[config.mk]
export PLATFORM = sky130hd
export DESIGN_NAME = lrcs_clock_select
export DESIGN_NICKNAME = d
export VERILOG_FILES = /design/src/design/lrcs_pkg.sv /design/src/design/lrcs_sync2.sv /design/src/design/lrcs_clock_select.sv
export SDC_FILE = /design/constraint.sdc
export NUM_CORES = 1
export LEC_CHECK = 0
export BUFFER_PORTS_ARGS = -buffer_cell sky130_fd_sc_hd__buf_4
export CAP_MARGIN = 30
export CORE_ASPECT_RATIO = 1.2
export CORE_MARGIN = 1
export CORE_UTILIZATION = 55
export CTS_CLUSTER_DIAMETER = 100
export DETAILED_ROUTE_END_ITERATION = 10
export GPL_TIMING_DRIVEN = 0
export PLACE_DENSITY = 0.74
export SLEW_MARGIN = 20
export SYNTH_ARGS = -nofsm -noshare
export SYNTH_HDL_FRONTEND = slang
export SYNTH_SLANG_ARGS = --single-unit
[constraint.sdc]
create_clock -name clk -period 4.05 [get_ports clk]
set_input_delay 0.405 -clock clk [delete_from_list [all_inputs] [get_ports clk]]
set_output_delay 0.405 -clock clk [all_outputs]
set_load 0.02 [all_outputs]
[src/design/lrcs_pkg.sv]
package lrcs_pkg;

    // ------------------------------------------------------------
    // widths and counts
    // ------------------------------------------------------------
    localparam int unsigned NUM_CHAN   = 3;
    localparam int unsigned ACC_W      = 10;
    localparam int unsigned ACC_LVL    = 6;
    localparam int unsigned CLKOUT_CH  = 1;
    localparam int unsigned PIN_W      = 4;

    // ------------------------------------------------------------
    // line rates (MHz, as printed) and the common reference
    // ------------------------------------------------------------
    localparam real E3_RATE_MHZ   = 34.368;
    localparam real DS3_RATE_MHZ  = 44.736;
    localparam real STS1_RATE_MHZ = 51.84;
    localparam real SYNTH_REF_MHZ = 12.288;

    // phase step per reference edge: 2 * rate / ref in 1/64 units
    // e3 2*2.796875, ds3 2*3.640625, sts1 2*4.21875 -- all exact
    // the sts1 step needs the tenth accumulator bit
    localparam logic [ACC_W-1:0] STEP_E3   = 10'h166;
    localparam logic [ACC_W-1:0] STEP_DS3  = 10'h1D2;
    localparam logic [ACC_W-1:0] STEP_STS1 = 10'h21C;

    // ------------------------------------------------------------
    // reset values
    // ------------------------------------------------------------
    localparam logic [ACC_W-1:0]    ACC_RST  = 10'h000;
    localparam logic [PIN_W-1:0]    PINS_RST = 4'h0;
    localparam logic [NUM_CHAN-1:0] LCLK_RST = 3'h0;

    // ------------------------------------------------------------
    // types
    // ------------------------------------------------------------
    typedef enum logic [1:0] {
        RATE_E3   = 2'h0,
        RATE_DS3  = 2'h1,
        RATE_STS1 = 2'h2,
        RATE_NONE = 2'h3
    } lrcs_rate_t;

    typedef enum logic [1:0] {
        MODE_DIRECT = 2'h1,
        MODE_SYNTH  = 2'h2
    } lrcs_mode_t;

    // shared reference pins as sampled
    typedef struct packed {
        logic synth_mode_enable_in;
        logic e3_rate_ref_in;
        logic ds3_rate_ref_in;
        logic sts1_rate_ref_in;
    } lrcs_pins_t;

endpackage : lrcs_pkg

[src/design/lrcs_sync2.sv]
`timescale 1ns/1ps
module lrcs_sync2 #(
    parameter int unsigned WIDTH = 1
) (
    // clock and reset
    input  wire logic             clk,
    input  wire logic             rstn,
    // asynchronous in, synchronous out
    input  wire logic [WIDTH-1:0] async_in,
    output logic      [WIDTH-1:0] sync_out
);

    logic [WIDTH-1:0] meta_r;
    logic [WIDTH-1:0] sync_r;

    // the first stage feeds only the second stage
    always_ff @(posedge clk or negedge rstn) begin
        if (!rstn) begin
            meta_r <= '0;
            sync_r <= '0;
        end else begin
            meta_r <= async_in;
            sync_r <= meta_r;
        end
    end

    assign sync_out = sync_r;

endmodule : lrcs_sync2

[src/design/lrcs_clock_select.sv]
`timescale 1ns/1ps
module lrcs_clock_select
    import lrcs_pkg::*;
(
    // clock and reset
    input  wire logic                  clk,
    input  wire logic                  rstn,
    // shared reference pins
    input  wire logic                  synth_mode_enable_in,
    input  wire logic                  e3_rate_ref_in,
    input  wire logic                  ds3_rate_ref_in,
    input  wire logic                  sts1_rate_ref_in,
    // clock output half of the two-way ds3 pin
    output logic                       ch1_clk_out,
    output logic                       clk_out_oe,
    // per-channel rate setting
    input  wire lrcs_rate_t            chan_rate [NUM_CHAN],
    // per-channel line clocks and mode
    output logic      [NUM_CHAN-1:0]   line_clk,
    output logic                       single_freq_synth_mode
);

    // ------------------------------------------------------------
    // pin synchronisers
    // ------------------------------------------------------------
    lrcs_pins_t pins_raw;
    lrcs_pins_t pins_s;
    logic [PIN_W-1:0] pins_sync;

    assign pins_raw.synth_mode_enable_in = synth_mode_enable_in;
    assign pins_raw.e3_rate_ref_in       = e3_rate_ref_in;
    assign pins_raw.ds3_rate_ref_in      = ds3_rate_ref_in;
    assign pins_raw.sts1_rate_ref_in     = sts1_rate_ref_in;

    lrcs_sync2 #(
        .WIDTH    (PIN_W)
    ) u_pin_sync (
        .clk      (clk),
        .rstn     (rstn),
        .async_in (pins_raw),
        .sync_out (pins_sync)
    );

    assign pins_s = lrcs_pins_t'(pins_sync);

    // ------------------------------------------------------------
    // mode state
    // ------------------------------------------------------------
    lrcs_mode_t mode_r;
    lrcs_mode_t mode_nxt;

    // an open enable pin reads low through its pull-down, so direct mode
    always_comb begin
        case (mode_r)
            MODE_DIRECT: mode_nxt = pins_s.synth_mode_enable_in ? MODE_SYNTH : MODE_DIRECT;
            MODE_SYNTH:  mode_nxt = pins_s.synth_mode_enable_in ? MODE_SYNTH : MODE_DIRECT;
            default:     mode_nxt = MODE_DIRECT;
        endcase
    end

    always_ff @(posedge clk or negedge rstn) begin
        if (!rstn) begin
            mode_r <= MODE_DIRECT;
        end else begin
            mode_r <= mode_nxt;
        end
    end

    logic synth_on;
    assign synth_on               = (mode_r == MODE_SYNTH);
    assign single_freq_synth_mode = synth_on;

    // ------------------------------------------------------------
    // pin roles
    // ------------------------------------------------------------
    // the first pin doubles as the output enable in synthesis mode
    logic out_enable;
    logic common_ref;
    assign out_enable = synth_on & pins_s.e3_rate_ref_in;
    assign common_ref = synth_on & pins_s.sts1_rate_ref_in;

    // ------------------------------------------------------------
    // common reference edge detect
    // ------------------------------------------------------------
    logic ref_d_r;
    logic ref_d_nxt;
    logic ref_rise;

    always_comb begin
        ref_d_nxt = common_ref;
    end

    always_ff @(posedge clk or negedge rstn) begin
        if (!rstn) begin
            ref_d_r <= 1'b0;
        end else begin
            ref_d_r <= ref_d_nxt;
        end
    end

    assign ref_rise = common_ref & ~ref_d_r;

    // ------------------------------------------------------------
    // synthesiser model: one phase accumulator per channel
    // ------------------------------------------------------------
    // the step is added per reference edge, so the level bit runs at
    // the line rate relative to the reference; it is only a behavioural
    // stand-in, the real multiplier is analog and far above this clock
    logic [ACC_W-1:0] acc_r   [NUM_CHAN];
    logic [ACC_W-1:0] acc_nxt [NUM_CHAN];

    function automatic logic [ACC_W-1:0] rate_step(input lrcs_rate_t rate);
        logic [ACC_W-1:0] step;
        case (rate)
            RATE_E3:   step = STEP_E3;
            RATE_DS3:  step = STEP_DS3;
            RATE_STS1: step = STEP_STS1;
            default:   step = ACC_RST;
        endcase
        return step;
    endfunction : rate_step

    always_comb begin
        for (int c = 0; c < NUM_CHAN; c++) begin
            if (!synth_on) begin
                acc_nxt[c] = ACC_RST;
            end else if (ref_rise) begin
                // wraps on purpose: only the low phase bits feed the level bit
                acc_nxt[c] = ACC_W'(acc_r[c] + rate_step(chan_rate[c]));
            end else begin
                acc_nxt[c] = acc_r[c];
            end
        end
    end

    always_ff @(posedge clk or negedge rstn) begin
        if (!rstn) begin
            for (int c = 0; c < NUM_CHAN; c++) begin
                acc_r[c] <= ACC_RST;
            end
        end else begin
            for (int c = 0; c < NUM_CHAN; c++) begin
                acc_r[c] <= acc_nxt[c];
            end
        end
    end

    // ------------------------------------------------------------
    // per-channel line clock select
    // ------------------------------------------------------------
    logic [NUM_CHAN-1:0] lclk_r;
    logic [NUM_CHAN-1:0] lclk_nxt;

    // direct mode relies on the board driving the used references and
    // grounding the rest, so an unused rate simply reads low
    always_comb begin
        for (int c = 0; c < NUM_CHAN; c++) begin
            if (synth_on) begin
                lclk_nxt[c] = (chan_rate[c] != RATE_NONE) & acc_r[c][ACC_LVL];
            end else begin
                case (chan_rate[c])
                    RATE_E3:   lclk_nxt[c] = pins_s.e3_rate_ref_in;
                    RATE_DS3:  lclk_nxt[c] = pins_s.ds3_rate_ref_in;
                    RATE_STS1: lclk_nxt[c] = pins_s.sts1_rate_ref_in;
                    default:   lclk_nxt[c] = 1'b0;
                endcase
            end
        end
    end

    always_ff @(posedge clk or negedge rstn) begin
        if (!rstn) begin
            lclk_r <= LCLK_RST;
        end else begin
            lclk_r <= lclk_nxt;
        end
    end

    assign line_clk = lclk_r;

    // ------------------------------------------------------------
    // clock output on the ds3 pin
    // ------------------------------------------------------------
    logic cko_r;
    logic cko_nxt;
    logic cko_oe_r;
    logic cko_oe_nxt;

    // data and enable are registered side by side so the pin never carries
    // a clock level ahead of its enable; taking lclk_nxt keeps ch1_clk_out in step with line_clk
    always_comb begin
        cko_oe_nxt = out_enable;
        cko_nxt    = out_enable & lclk_nxt[CLKOUT_CH];
    end

    always_ff @(posedge clk or negedge rstn) begin
        if (!rstn) begin
            cko_r    <= 1'b0;
            cko_oe_r <= 1'b0;
        end else begin
            cko_r    <= cko_nxt;
            cko_oe_r <= cko_oe_nxt;
        end
    end

    assign ch1_clk_out = cko_r;
    assign clk_out_oe  = cko_oe_r;

endmodule : lrcs_clock_select

# Word-level counts from Yosys, hierarchy flattened
# Cells that the tools add are included.
# op_classes
addsub,3
eq_ne,12
n_mux,23
bitwise,8
n_reduce_logical,4
# op_table
op,n
$mux 10,12
$pmux 10 s3,3
$add 10x10->10,3
$pmux 1 s3,3
$eq 2x1->1 const B,4
$eq 2x2->1 const B,4
$and 1x1->1,7
$logic_not 2->1,3
$ne 2x2->1 const B,3
$mux 2,2
$mux 1,3
$ne 2x1->1 const B,1
$reduce_or 2->1,1
$not 1->1,1
# totals
ff_bits,46
input_bits,12
output_inout_bits,6
wordCells,60

# Logic depth before layout (Yosys ltp)
# Gate-level depths: netlist (run 1).
# depth
word_depth,8
ltp_mapped,11
ltp_nobuf,11

# Modules after synthesis
# A second synthesis (run 1) with hierarchy kept.
# unflattened
hier_cells,197
hier_area_um2,2067.0
# by_module_without_submodules
module,n_inst,cells_per_inst,area_per_inst_um2,seq_area_each_um2
lrcs_clock_select,1,189,1866.8,651.9
lrcs_sync2,1,8,200.2,200.2

# Least setup slack after synthesis (run 1)
# OpenSTA, ideal clock, no wires.
# synth_path
kind,input to register
startpoint,input chan_rate[4] (netlist bit)
endpoint,register acc_r[25] (netlist bit)
setup_ns,0.128
arrival_time_ns,2.126
required_time_ns,3.922
path_slack_ns,1.796
path_stages,9
n_path_buf,0
path_cell_list,inv_1 > ha_1 > or2_2 > ha_1 > fa_1 > a21o_1 > a21oi_1 > xor2_1 > o21ai_0
# synth_between
elab_chain_cells,7
elab_cells_between_ends,9
classes_between,add/sub: 1; eq/ne: 2; mux: 5; reduce/logical: 1
# synth_lines
element,line,rtl
from (decl),lrcs_clock_select.sv:17,"input wire lrcs_rate_t chan_rate [NUM_CHAN],"
$eq 2x2->1 (tied with other cells),lrcs_clock_select.sv:114,case (rate)
$pmux 10 s3 (*),lrcs_clock_select.sv:114,
$mux 10 (*),lrcs_clock_select.sv:127,end else if (ref_rise) begin
$mux 10 (*),lrcs_clock_select.sv:125,if (!synth_on) begin
$add 10x10->10 (*),lrcs_clock_select.sv:129,acc_nxt[c] = ACC_W'(acc_r[c] + rate_step(chan_rate[c]));
$mux 10 (*),lrcs_clock_select.sv:127,
$mux 10 (*),lrcs_clock_select.sv:125,
"to (signal, indexed assignment)",lrcs_clock_select.sv:143,acc_r[c] <= acc_nxt[c];
to (decl),lrcs_clock_select.sv:109,logic [ACC_W-1:0] acc_r [NUM_CHAN];
# Every way passes the cells marked *; elsewhere a longest branch is shown, timed or not. The select of a mux whose other input is x is not followed.
# A chain may end at the register's enable or synchronous reset.

# Worst setup path after layout (run 1)
# layout_path
startpoint,input chan_rate[2] (netlist bit)
endpoint,register acc_r[16] (netlist bit)
# Same word-level chain as after synthesis.

==> qor.txt, run 1 <==
Hold buffer count at CTS: 0
CP top delay family: multiplexers
Worst-Skew Late Latency: 0.29 ns
EDFF count, synth: 0
Synth warnings: 0
Synth Net Count: 244
Synth Instances: 197
Clock-pin slew on the worst setup and hold paths: 0.07 ns
Post-cts resize count: 0
DIE WIDTH: 58.0 um
First-pass GRT wire length: 7000 um
Setup crit start kind: primary input
Synth Register Bits: 34
Gr usage total: 0.232
Die area: 0.00401 mm^2
Synth-to-Final Area Change: 13.0%
Fmax: 0.450 GHz
Via count: 1500
TritonCTS clock tree: done
P_sw: 0.267 mW
Leakage: 1.25 nW
RSZ-0062 raised after global routing: false
Cell area after synthesis: 0.00207 mm^2
CP Cell Sequence: buf_4 -> inv_1 -> ha_1 -> nor2_1 -> or2_2 -> inv_1 -> ha_1 -> a21oi_1 -> nor2b_1 -> a31oi_1 -> mux2i_1 -> mux2i_1
Final period util: 0.549
Half-perimeter wire length after placement: 3040 um
Initial DRC Count: 74
Crit Path Class: primary input to flip-flop
Multi-input combinational cell area: 0.00113 mm^2
Cell Pwr Density: 372 mW/mm^2
Fillers: 277
TritonCTS Buffers: 5
Reg power frac: 0.451
Peak VDD IR: 0.285 mV
Tmin final: 2.22 ns
Fraction of layout cells with a size suffix above 1: 0.158
Worst hold margin: 0.0428 ns
Slew @ Worst Pin: 0.501 ns
Total gr overflow: 0
Post-synth top cells: dfrtp_1, ha_1, nand2_1
Sink Count: 34
Initial cell density of the core: 0.574
Largest net degree at the start of global routing: 35
Sw frac: 0.307
Antenna Cells: 0
Critical Path AT: 2.43 ns
Synth top area share: 0.400
H-tree levels: 2
DRC errors left: 0
Post-synthesis sequential area ratio: 0.412
CP Buf/Inv Count: 3
Die H: 69.2 um
Status: complete, no violations
Synth area leader: dfrtp_1
Drt first pass iters: 7
Final setup fails: 0
Root Buffer: clkbuf_8
Vias per Instance: 5.75
CP max stage cell: or2_2
Crit-path max FO: 4
FP Rows: 24
Library cells used by synthesis: 33
Final hold viol count: 0
Clock network power share: 0.298
Total setup buffers inserted after CTS: 0
Core Region: 0.00360 mm^2
Initial antenna violation count: 0
Seq. cell area: 852 um^2
Final ANT Viol Nets: 0
Max_slew headroom: 0.666
Logic pwr share: 0.250
Synth Area per Inst: 10.5 um^2
Top-count cell post-synth: dfrtp_1
Worst path required time: 4.26 ns
Buffer depth of the longest clock path: 2
Vias in the first global route: 1618
Pint: 0.602 mW
Final setup margin: 1.83 ns
Critical Path Sink Type: flip-flop
Routed WL per cell: 15.5 um
TNS Setup: 0 ns
Gpl congestion: 0.844
Buffers added on ports: 17
Final Slew Violations: 0
Ys async rst share: 1.00
Class of the worst hold path: primary input to asynchronous set/reset pin
I/O pin cnt: 18
NumNets Final: 268
Ranking of synthesized cells by area: dfrtp_1, ha_1, nand2_1
Setup Skew: 0.0111 ns
Final Total Pwr: 0.869 mW
Worst slack at placement: 1.53 ns
WL final: 4040 um
R2r setup slk: 2.29 ns
Synth Flop Type: dfrtp_1
Crit-path max cell delay: 0.31 ns
Max-cap violation count: 0
[cells by family (layout without fill, tap and decap cells)]
kind of cell / count (synthesis) / after routing / synth area share
AO/OA/AOI/OAI: 37 / 37 / 0.123
XOR/XNOR: 8 / 8 / 0.0339
adder cells (fa/ha/maj): 35 / 35 / 0.223
buffers and inverters: 18 / 43 / 0.0393
flip-flops: 34 / 34 / 0.412
multiplexers: 6 / 6 / 0.0291
AND/OR/NAND/NOR: 59 / 59 / 0.140
[state kept, by name, summed over array words and instances (netlist names)]
| register | cells |
|---|---|
| line_clk | 3 |
| clk_out_oe | 1 |
| acc_r | 18 |
| mode_r | 2 |
| u_pin_sync.sync_out | 4 |
| u_pin_sync.meta_r | 4 |
| ch1_clk_out | 1 |
| ref_d_r | 1 |
[cell type report]
type / count / area share
Sequential cell: 34 / 0.365
Multi-Input combinational cell: 145 / 0.486
Clock inverter: 1 / 0.00214
Clock buffer: 7 / 0.0370
Timing Repair Buffer: 17 / 0.0547
Tap cell: 39 / 0.0209
Inverter: 12 / 0.0193
Buffer: 6 / 0.0155
[path summary, 6_finish.rpt]
path                                 startpoint                     end  cells after the start
setup reg to reg                      acc_r[15]               acc_r[16]                      6
setup / recovery                   chan_rate[2]               acc_r[16]                     12
hold / removal                             rstn                acc_r[2]                      1
min in group clk           synth_mode_enable_in    u_pin_sync.meta_r[3]                      1
max in group asynchronous                  rstn               mode_r[0]                      1
hold reg to reg            u_pin_sync.meta_r[3]  u_pin_sync.sync_out[3]                      0
[through the flow]
step | util | std cells | cell area, um^2
after floorplan | - | 197 | 2070
after global placement | 0.623 | 253 | 2240
after detailed placement | 0.623 | 253 | 2240
after CTS | 0.648 | 261 | 2330
after global routing | 0.648 | 261 | 2330
final | 0.648 | 261 | 2330
[layout by cell type, fill, tap and decap left out, types with 2 or more instances in the layout]
cell / count
a21boi_0: 6
a21o_1: 3
a21oi_1: 8
a21oi_2: 2
a222oi_1: 3
a31oi_1: 3
and2_1: 2
buf_2: 2
buf_4: 18
clkbuf_1: 2
clkbuf_8: 6
dfrtp_1: 33
fa_1: 3
ha_1: 32
inv_1: 12
mux2i_1: 6
nand2_1: 25
nand2b_1: 7
nand3_1: 9
nor2_1: 4
nor2b_1: 5
o211a_1: 2
o21ai_0: 7
o32ai_1: 2
or2_2: 4
xnor2_1: 2
xor2_1: 6
[metal layers]
layer  wire, um  part of all wire  up-vias  track usage
li1           -                 -      718            -
met2       2100              0.52       30        0.410
met5          0                 0        -            0
met4        116             0.029        0        0.103
met1       1710              0.42      742        0.257
met3        111             0.027       10       0.0544
[power groups by stage]
stage | sequential (mW) | clock, mW | combinational [mW]
6_report | 0.392 | 0.259 | 0.217
3_5_place_dp | 0.399 | 0 | 0.219
4_1_cts | 0.392 | 0.268 | 0.219
2_1_floorplan | 0.401 | 0 | 0.141
5_1_grt | 0.396 | 0.280 | 0.242
3_3_place_gp | 0.396 | 0 | 0.208
No activity file was read; power rests on OpenSTA's default activity.
==> run 2, diff against run 1 <==
- ABC_AREA: unset -> 1
- CORE_UTILIZATION: 55 -> 54
- PLACE_DENSITY: 0.74 -> 0.76
- clock period: 4.05 -> 1.9 ns (I/O delays scaled with it)
==> run 2 against run 1 <==
Effect of this change: count of clock-buffer cells in the layout shrank 2; worst setup slack got worse by 1.7 ns; area after synthesis rose by 5.6%; die area increased by 7.3%; clock skew is 0.0049 ns lower; critical path type unchanged.
==> qor.txt, run 2 <==
Status: complete, no violations
Vias per Instance: 5.00
Vias in the first global route: 1547
Antenna Cells: 0
Worst hold margin: 0.00876 ns
Fmax: 0.577 GHz
Synth Net Count: 301
Worst-Skew Late Latency: 0.29 ns
Crit Path Class: primary input to flip-flop
M1 GR Usage: 0.257
Die area: 0.00430 mm^2
Buffer depth of the longest clock path: 2
Half-perimeter wire length after placement: 2900 um
Final Total Pwr: 2.02 mW
Top-count cell post-synth: nand2_1
Clock-pin slew on the worst setup and hold paths: 0.07 ns
CP Cell Sequence: buf_4 -> inv_1 -> ha_2 -> nor2_2 -> inv_1 -> ha_1 -> fa_1 -> nand2_1 -> nand2_1 -> a21oi_1 -> nand2_1 -> nand2_1 -> o21ai_2
Crit-path max FO: 4
Setup crit start kind: primary input
Routed WL per cell: 12.0 um
Synth Instances: 254
Met2 usage: 0.351
GR Layer Usage met3: 0.0469
Gpl congestion: 0.840
Number of flip-flops in the largest register: 18
Critical Path Sink Type: flip-flop
Class of the worst hold path: primary input to flip-flop
Tmin final: 1.73 ns
Library cells used by synthesis: 24
Worst reg-to-reg path cell count: 8
Buffers added on ports: 17
NumNets Final: 329
Gr busiest metal: met2
TritonCTS clock tree: done
DIE WIDTH: 60.0 um
Design Area, Final: 0.00254 mm^2
Final period util: 0.912
Most frequent cells in the layout: nand2_1, inv_1, dfrtp_1
Setup Skew: 0.00625 ns
Synth warnings: 0
Placed cell count: 323
Total setup buffers inserted after CTS: 0
Max_slew headroom: 0.712
DRC errors left: 0
Synth area leader: dfrtp_1
Initial cell density of the core: 0.581
Synth Register Bits: 34
Leakage: 1.42 nW
DP Area: 0.00237 mm^2
Most common cell after layout, fill and taps aside: nand2_1
WL final: 4030 um
Synth Area per Inst: 8.59 um^2
Crit-path max cell delay: 0.39 ns
Sink Count: 34
H-tree levels: 2
Ranking of synthesized cells by area: dfrtp_1, ha_1, nand2_1
Most frequent CP cell: nand2_1
TritonCTS Buffers: 5
Largest Register: acc_r
Core Region: 0.00375 mm^2
I/O pin cnt: 18
Drt first pass iters: 4
Max-cap violation count: 0
Final setup fails: 0
Largest net degree at the start of global routing: 35
Post-Layout Cell Count: 335
Final hold viol count: 0
Ys async rst share: 1.00
Critical Path AT: 1.91 ns
Slew @ Worst Pin: 0.432 ns
Synth-to-Final Area Change: 16.6%
Final ANT Viol Nets: 0
Final core occ: 0.678
Fraction of layout cells with a size suffix above 1: 0.163
FP Rows: 24
Worst path required time: 2.08 ns
Initial DRC Count: 46
EDFF count, synth: 0
Synth top area share: 0.378
Root Buffer: clkbuf_8
Hold path depth: 1
Final Slew Violations: 0
Peak VDD IR: 0.551 mV
First-pass GRT wire length: 6600 um
Cell area after synthesis: 0.00218 mm^2
Synth Flop Type: dfrtp_1
Gr usage total: 0.209
RSZ-0062 raised after global routing: false
Cell Pwr Density: 793 mW/mm^2
Die H: 71.6 um
Initial antenna violation count: 0
Post-synth top cells: nand2_1, inv_1, dfrtp_1
Total gr overflow: 0
Via count: 1675
Post-synthesis sequential area ratio: 0.390
CP max stage cell: fa_1
-- run 2: critical path: cells and delay by family --
kind	cells	cell delay [ns]
simple gates	5	0.39
compound gates	2	0.22
fa+ha+maj	3	0.84
buf+inv	3	0.27
-- run 2: kinds of logic after synthesis --
family	synth area share
buf+inv	0.0843
simple gates	0.208
fa+ha+maj	0.211
flops	0.390
compound gates	0.0980
xor+xnor	0.00803
-- run 2: per-layer routing --
metal,vias up,part of all wire,routed length (um)
met2,32,0.51,2050
li1,856,-,-
met3,9,0.040,160
met5,-,0,0
met4,0,0.020,80
met1,778,0.43,1740
-- run 2: worst paths after layout --
kind                                      start                      to  slack, ns
setup / recovery                   chan_rate[0]                acc_r[5]       0.17
hold / removal                  ds3_rate_ref_in    u_pin_sync.meta_r[1]      0.009
setup reg to reg                       acc_r[1]                acc_r[5]       0.26
hold reg to reg            u_pin_sync.meta_r[0]  u_pin_sync.sync_out[0]       0.35
max in group asynchronous                  rstn               mode_r[0]       1.17
min in group asynchronous                  rstn               acc_r[14]       0.38
-- run 2: layout make-up --
type | instances | area [um^2]
clock inverters | 3 | 45.0
inverters | 43 | 161
repair buffers | 21 | 168
flip-flops and latches | 34 | 852
fillers | 307 | 1210
multi-input cells | 175 | 1160
plain buffers | 2 | 22.5
well taps | 52 | 65.1
clock buffers | 5 | 68.8
-- run 2: power by group --
group | switching, mW | internal, mW
Clock | 0.281 | 0.390
Combinational | 0.312 | 0.193
Sequential | 0.0403 | 0.802
Total | 0.633 | 1.39
-- run 2: stage by stage --
stage	TNS [ns]	setup WS [ns]
2_1_floorplan	0	0.0856
3_3_place_gp	-0.356	-0.191
3_5_place_dp	-0.449	-0.242
4_1_cts	0	0.0614
5_1_grt	0	0.000262
6_report	0	0.167
-- run 2: repair_timing --
item	in CTS	in global routing
endpoints found under the setup margin	0	2
hold endpoints to repair	33	3
resized for setup	0	6
hold buffers	1	3
==> run 3, diff against run 2 <==
- RECOVER_POWER: unset -> 50
==> run 3 against run 2 <==
Effect of this change: combinational power hardly changed; largest cell class unchanged; critical path depth stayed put; sequential power about the same; maximum frequency barely moved; highest routed layer unchanged; critical endpoint unchanged.
==> qor.txt, run 3 (synthesis results as in run 2) <==
Crit Path Class: primary input to flip-flop
Vias in the first global route: 1547
Max-cap violation count: 0
Setup crit start kind: primary input
Worst reg-to-reg path cell count: 8
CP Launch Point: chan_rate[0]
TritonCTS clock tree: done
TNS Setup: 0 ns
Synth-to-Final Area Change: 16.5%
Worst hold margin: 0.0303 ns
Most frequent CP cell: nand2_1
CP Cell Sequence: buf_4 -> inv_1 -> ha_2 -> nor2_2 -> inv_1 -> ha_1 -> fa_1 -> nand2_1 -> nand2_1 -> a21oi_1 -> nand2_1 -> nand2_1 -> o21ai_2
Sink Count: 34
Final setup fails: 0
Half-perimeter wire length after placement: 2900 um
Class of the worst hold path: primary input to flip-flop
Critical Path AT: 1.91 ns
Total gr overflow: 0
Final setup margin: 0.167 ns
WL final: 4030 um
Crit-path max cell delay: 0.39 ns
CP max stage cell: fa_1
DRC errors left: 0
Worst slack at placement: -0.242 ns
NumNets Final: 329
Final period util: 0.912
Critical Path Sink Type: flip-flop
Tmin final: 1.73 ns
TritonCTS Buffers: 5
Final Slew Violations: 0
R2r setup slk: 0.26 ns
RSZ-0062 raised after global routing: false
Setup Skew: 0.00618 ns
Number of flip-flops in the largest register: 18
I/O pin cnt: 18
Clock-pin slew on the worst setup and hold paths: 0.07 ns
Worst-Skew Late Latency: 0.29 ns
Most frequent cells in the layout: nand2_1, inv_1, dfrtp_1
Routed WL per cell: 12.0 um
RR Startpoint: acc_r[1]
Gr usage total: 0.209
Fmax: 0.577 GHz
DIE WIDTH: 60.0 um
Buffers added on ports: 17
Final core occ: 0.677
Initial antenna violation count: 0
Total setup buffers inserted after CTS: 0
Core Region: 0.00375 mm^2
First-pass GRT wire length: 6600 um
Slew @ Worst Pin: 0.840 ns
Die H: 71.6 um
Root Buffer: clkbuf_8
Largest net degree at the start of global routing: 35
Initial DRC Count: 59
WP depth: 13
Vias per Instance: 4.99
Fraction of layout cells with a size suffix above 1: 0.163
Status: complete, no violations
Final hold viol count: 0
Cell Pwr Density: 793 mW/mm^2
Largest Register: acc_r
Worst path required time: 2.08 ns
Max_slew headroom: 0.440
Final ANT Viol Nets: 0
Via count: 1672
Initial cell density of the core: 0.581
Peak VDD IR: 0.551 mV
R2R Path End: acc_r[5]
CP top delay family: adder cells
CP Buf/Inv Count: 3
H-tree levels: 2
End point of the critical path: acc_r[5]
Drt first pass iters: 4
FP Rows: 24
Die area: 0.00430 mm^2
Final Total Pwr: 2.02 mW
Antenna Cells: 0
Leakage: 1.42 nW
Most common cell after layout, fill and taps aside: nand2_1
Gpl congestion: 0.840
Crit-path max FO: 4
Buffer depth of the longest clock path: 2
## run 3: changes by cell type in the layout (fill, tap and decap cells not counted)
cell and delta:
buf_4 -5, clkbuf_4 +4, clkbuf_2 +1
## run 3: report_power, final
group / internal, mW / switching [mW]
logic: 0.192 / 0.312
registers: 0.802 / 0.0403
clock network: 0.390 / 0.281
total: 1.38 / 0.633
## run 3: per-layer routing
metal	vias to the layer above	GRT usage	share of wire
met4	0	0.0827	0.020
met5	-	0	0
met1	775	0.257	0.43
met2	32	0.351	0.51
li1	856	-	-
met3	9	0.0469	0.040
## run 3: timing repair
action | in CTS | in global routing
hold buffers | 1 | 3
endpoints found under the setup margin | 0 | 2
endpoints found under the hold margin | 33 | 3
resized for setup | 0 | 6
## run 3: worst reg2reg max path, cell delays in order, from the launching register on
cell     delay (ns)
dfrtp_1        0.39
ha_1           0.25
fa_1           0.39
nand2_1        0.10
nand2_1        0.05
a21oi_1        0.17
nand2_1        0.07
nand2_1        0.07
o21ai_2        0.05
## run 3: cell type report
type                       instances  area, um^2
timing repair buffer              21         165
inverter                          43         161
clock inverter                     3        45.0
tap                               52        65.1
clock buffer                       5        68.8
buffer                             2        22.5
multi-input combinational        175        1160
fill                             308        1210
sequential                        34         852
## run 3: worst min-delay path by stage
stage               cells after the start  slack (ns)            start                    to
floorplan                               0       -0.11             rstn             acc_r[11]
global placement                        1        0.17             rstn             acc_r[25]
detailed placement                      1        0.17             rstn             acc_r[25]
CTS                                     1      0.0005   e3_rate_ref_in  u_pin_sync.meta_r[2]
global route                            1        0.03  ds3_rate_ref_in  u_pin_sync.meta_r[1]
finish                                  1        0.03  ds3_rate_ref_in  u_pin_sync.meta_r[1]
## run 3: stage by stage
step                      cells  area [um^2]
after global placement      323         2370
after detailed placement    323         2370
final                       335         2540
after global routing        335         2540
after floorplan             254         2180
after CTS                   332         2500
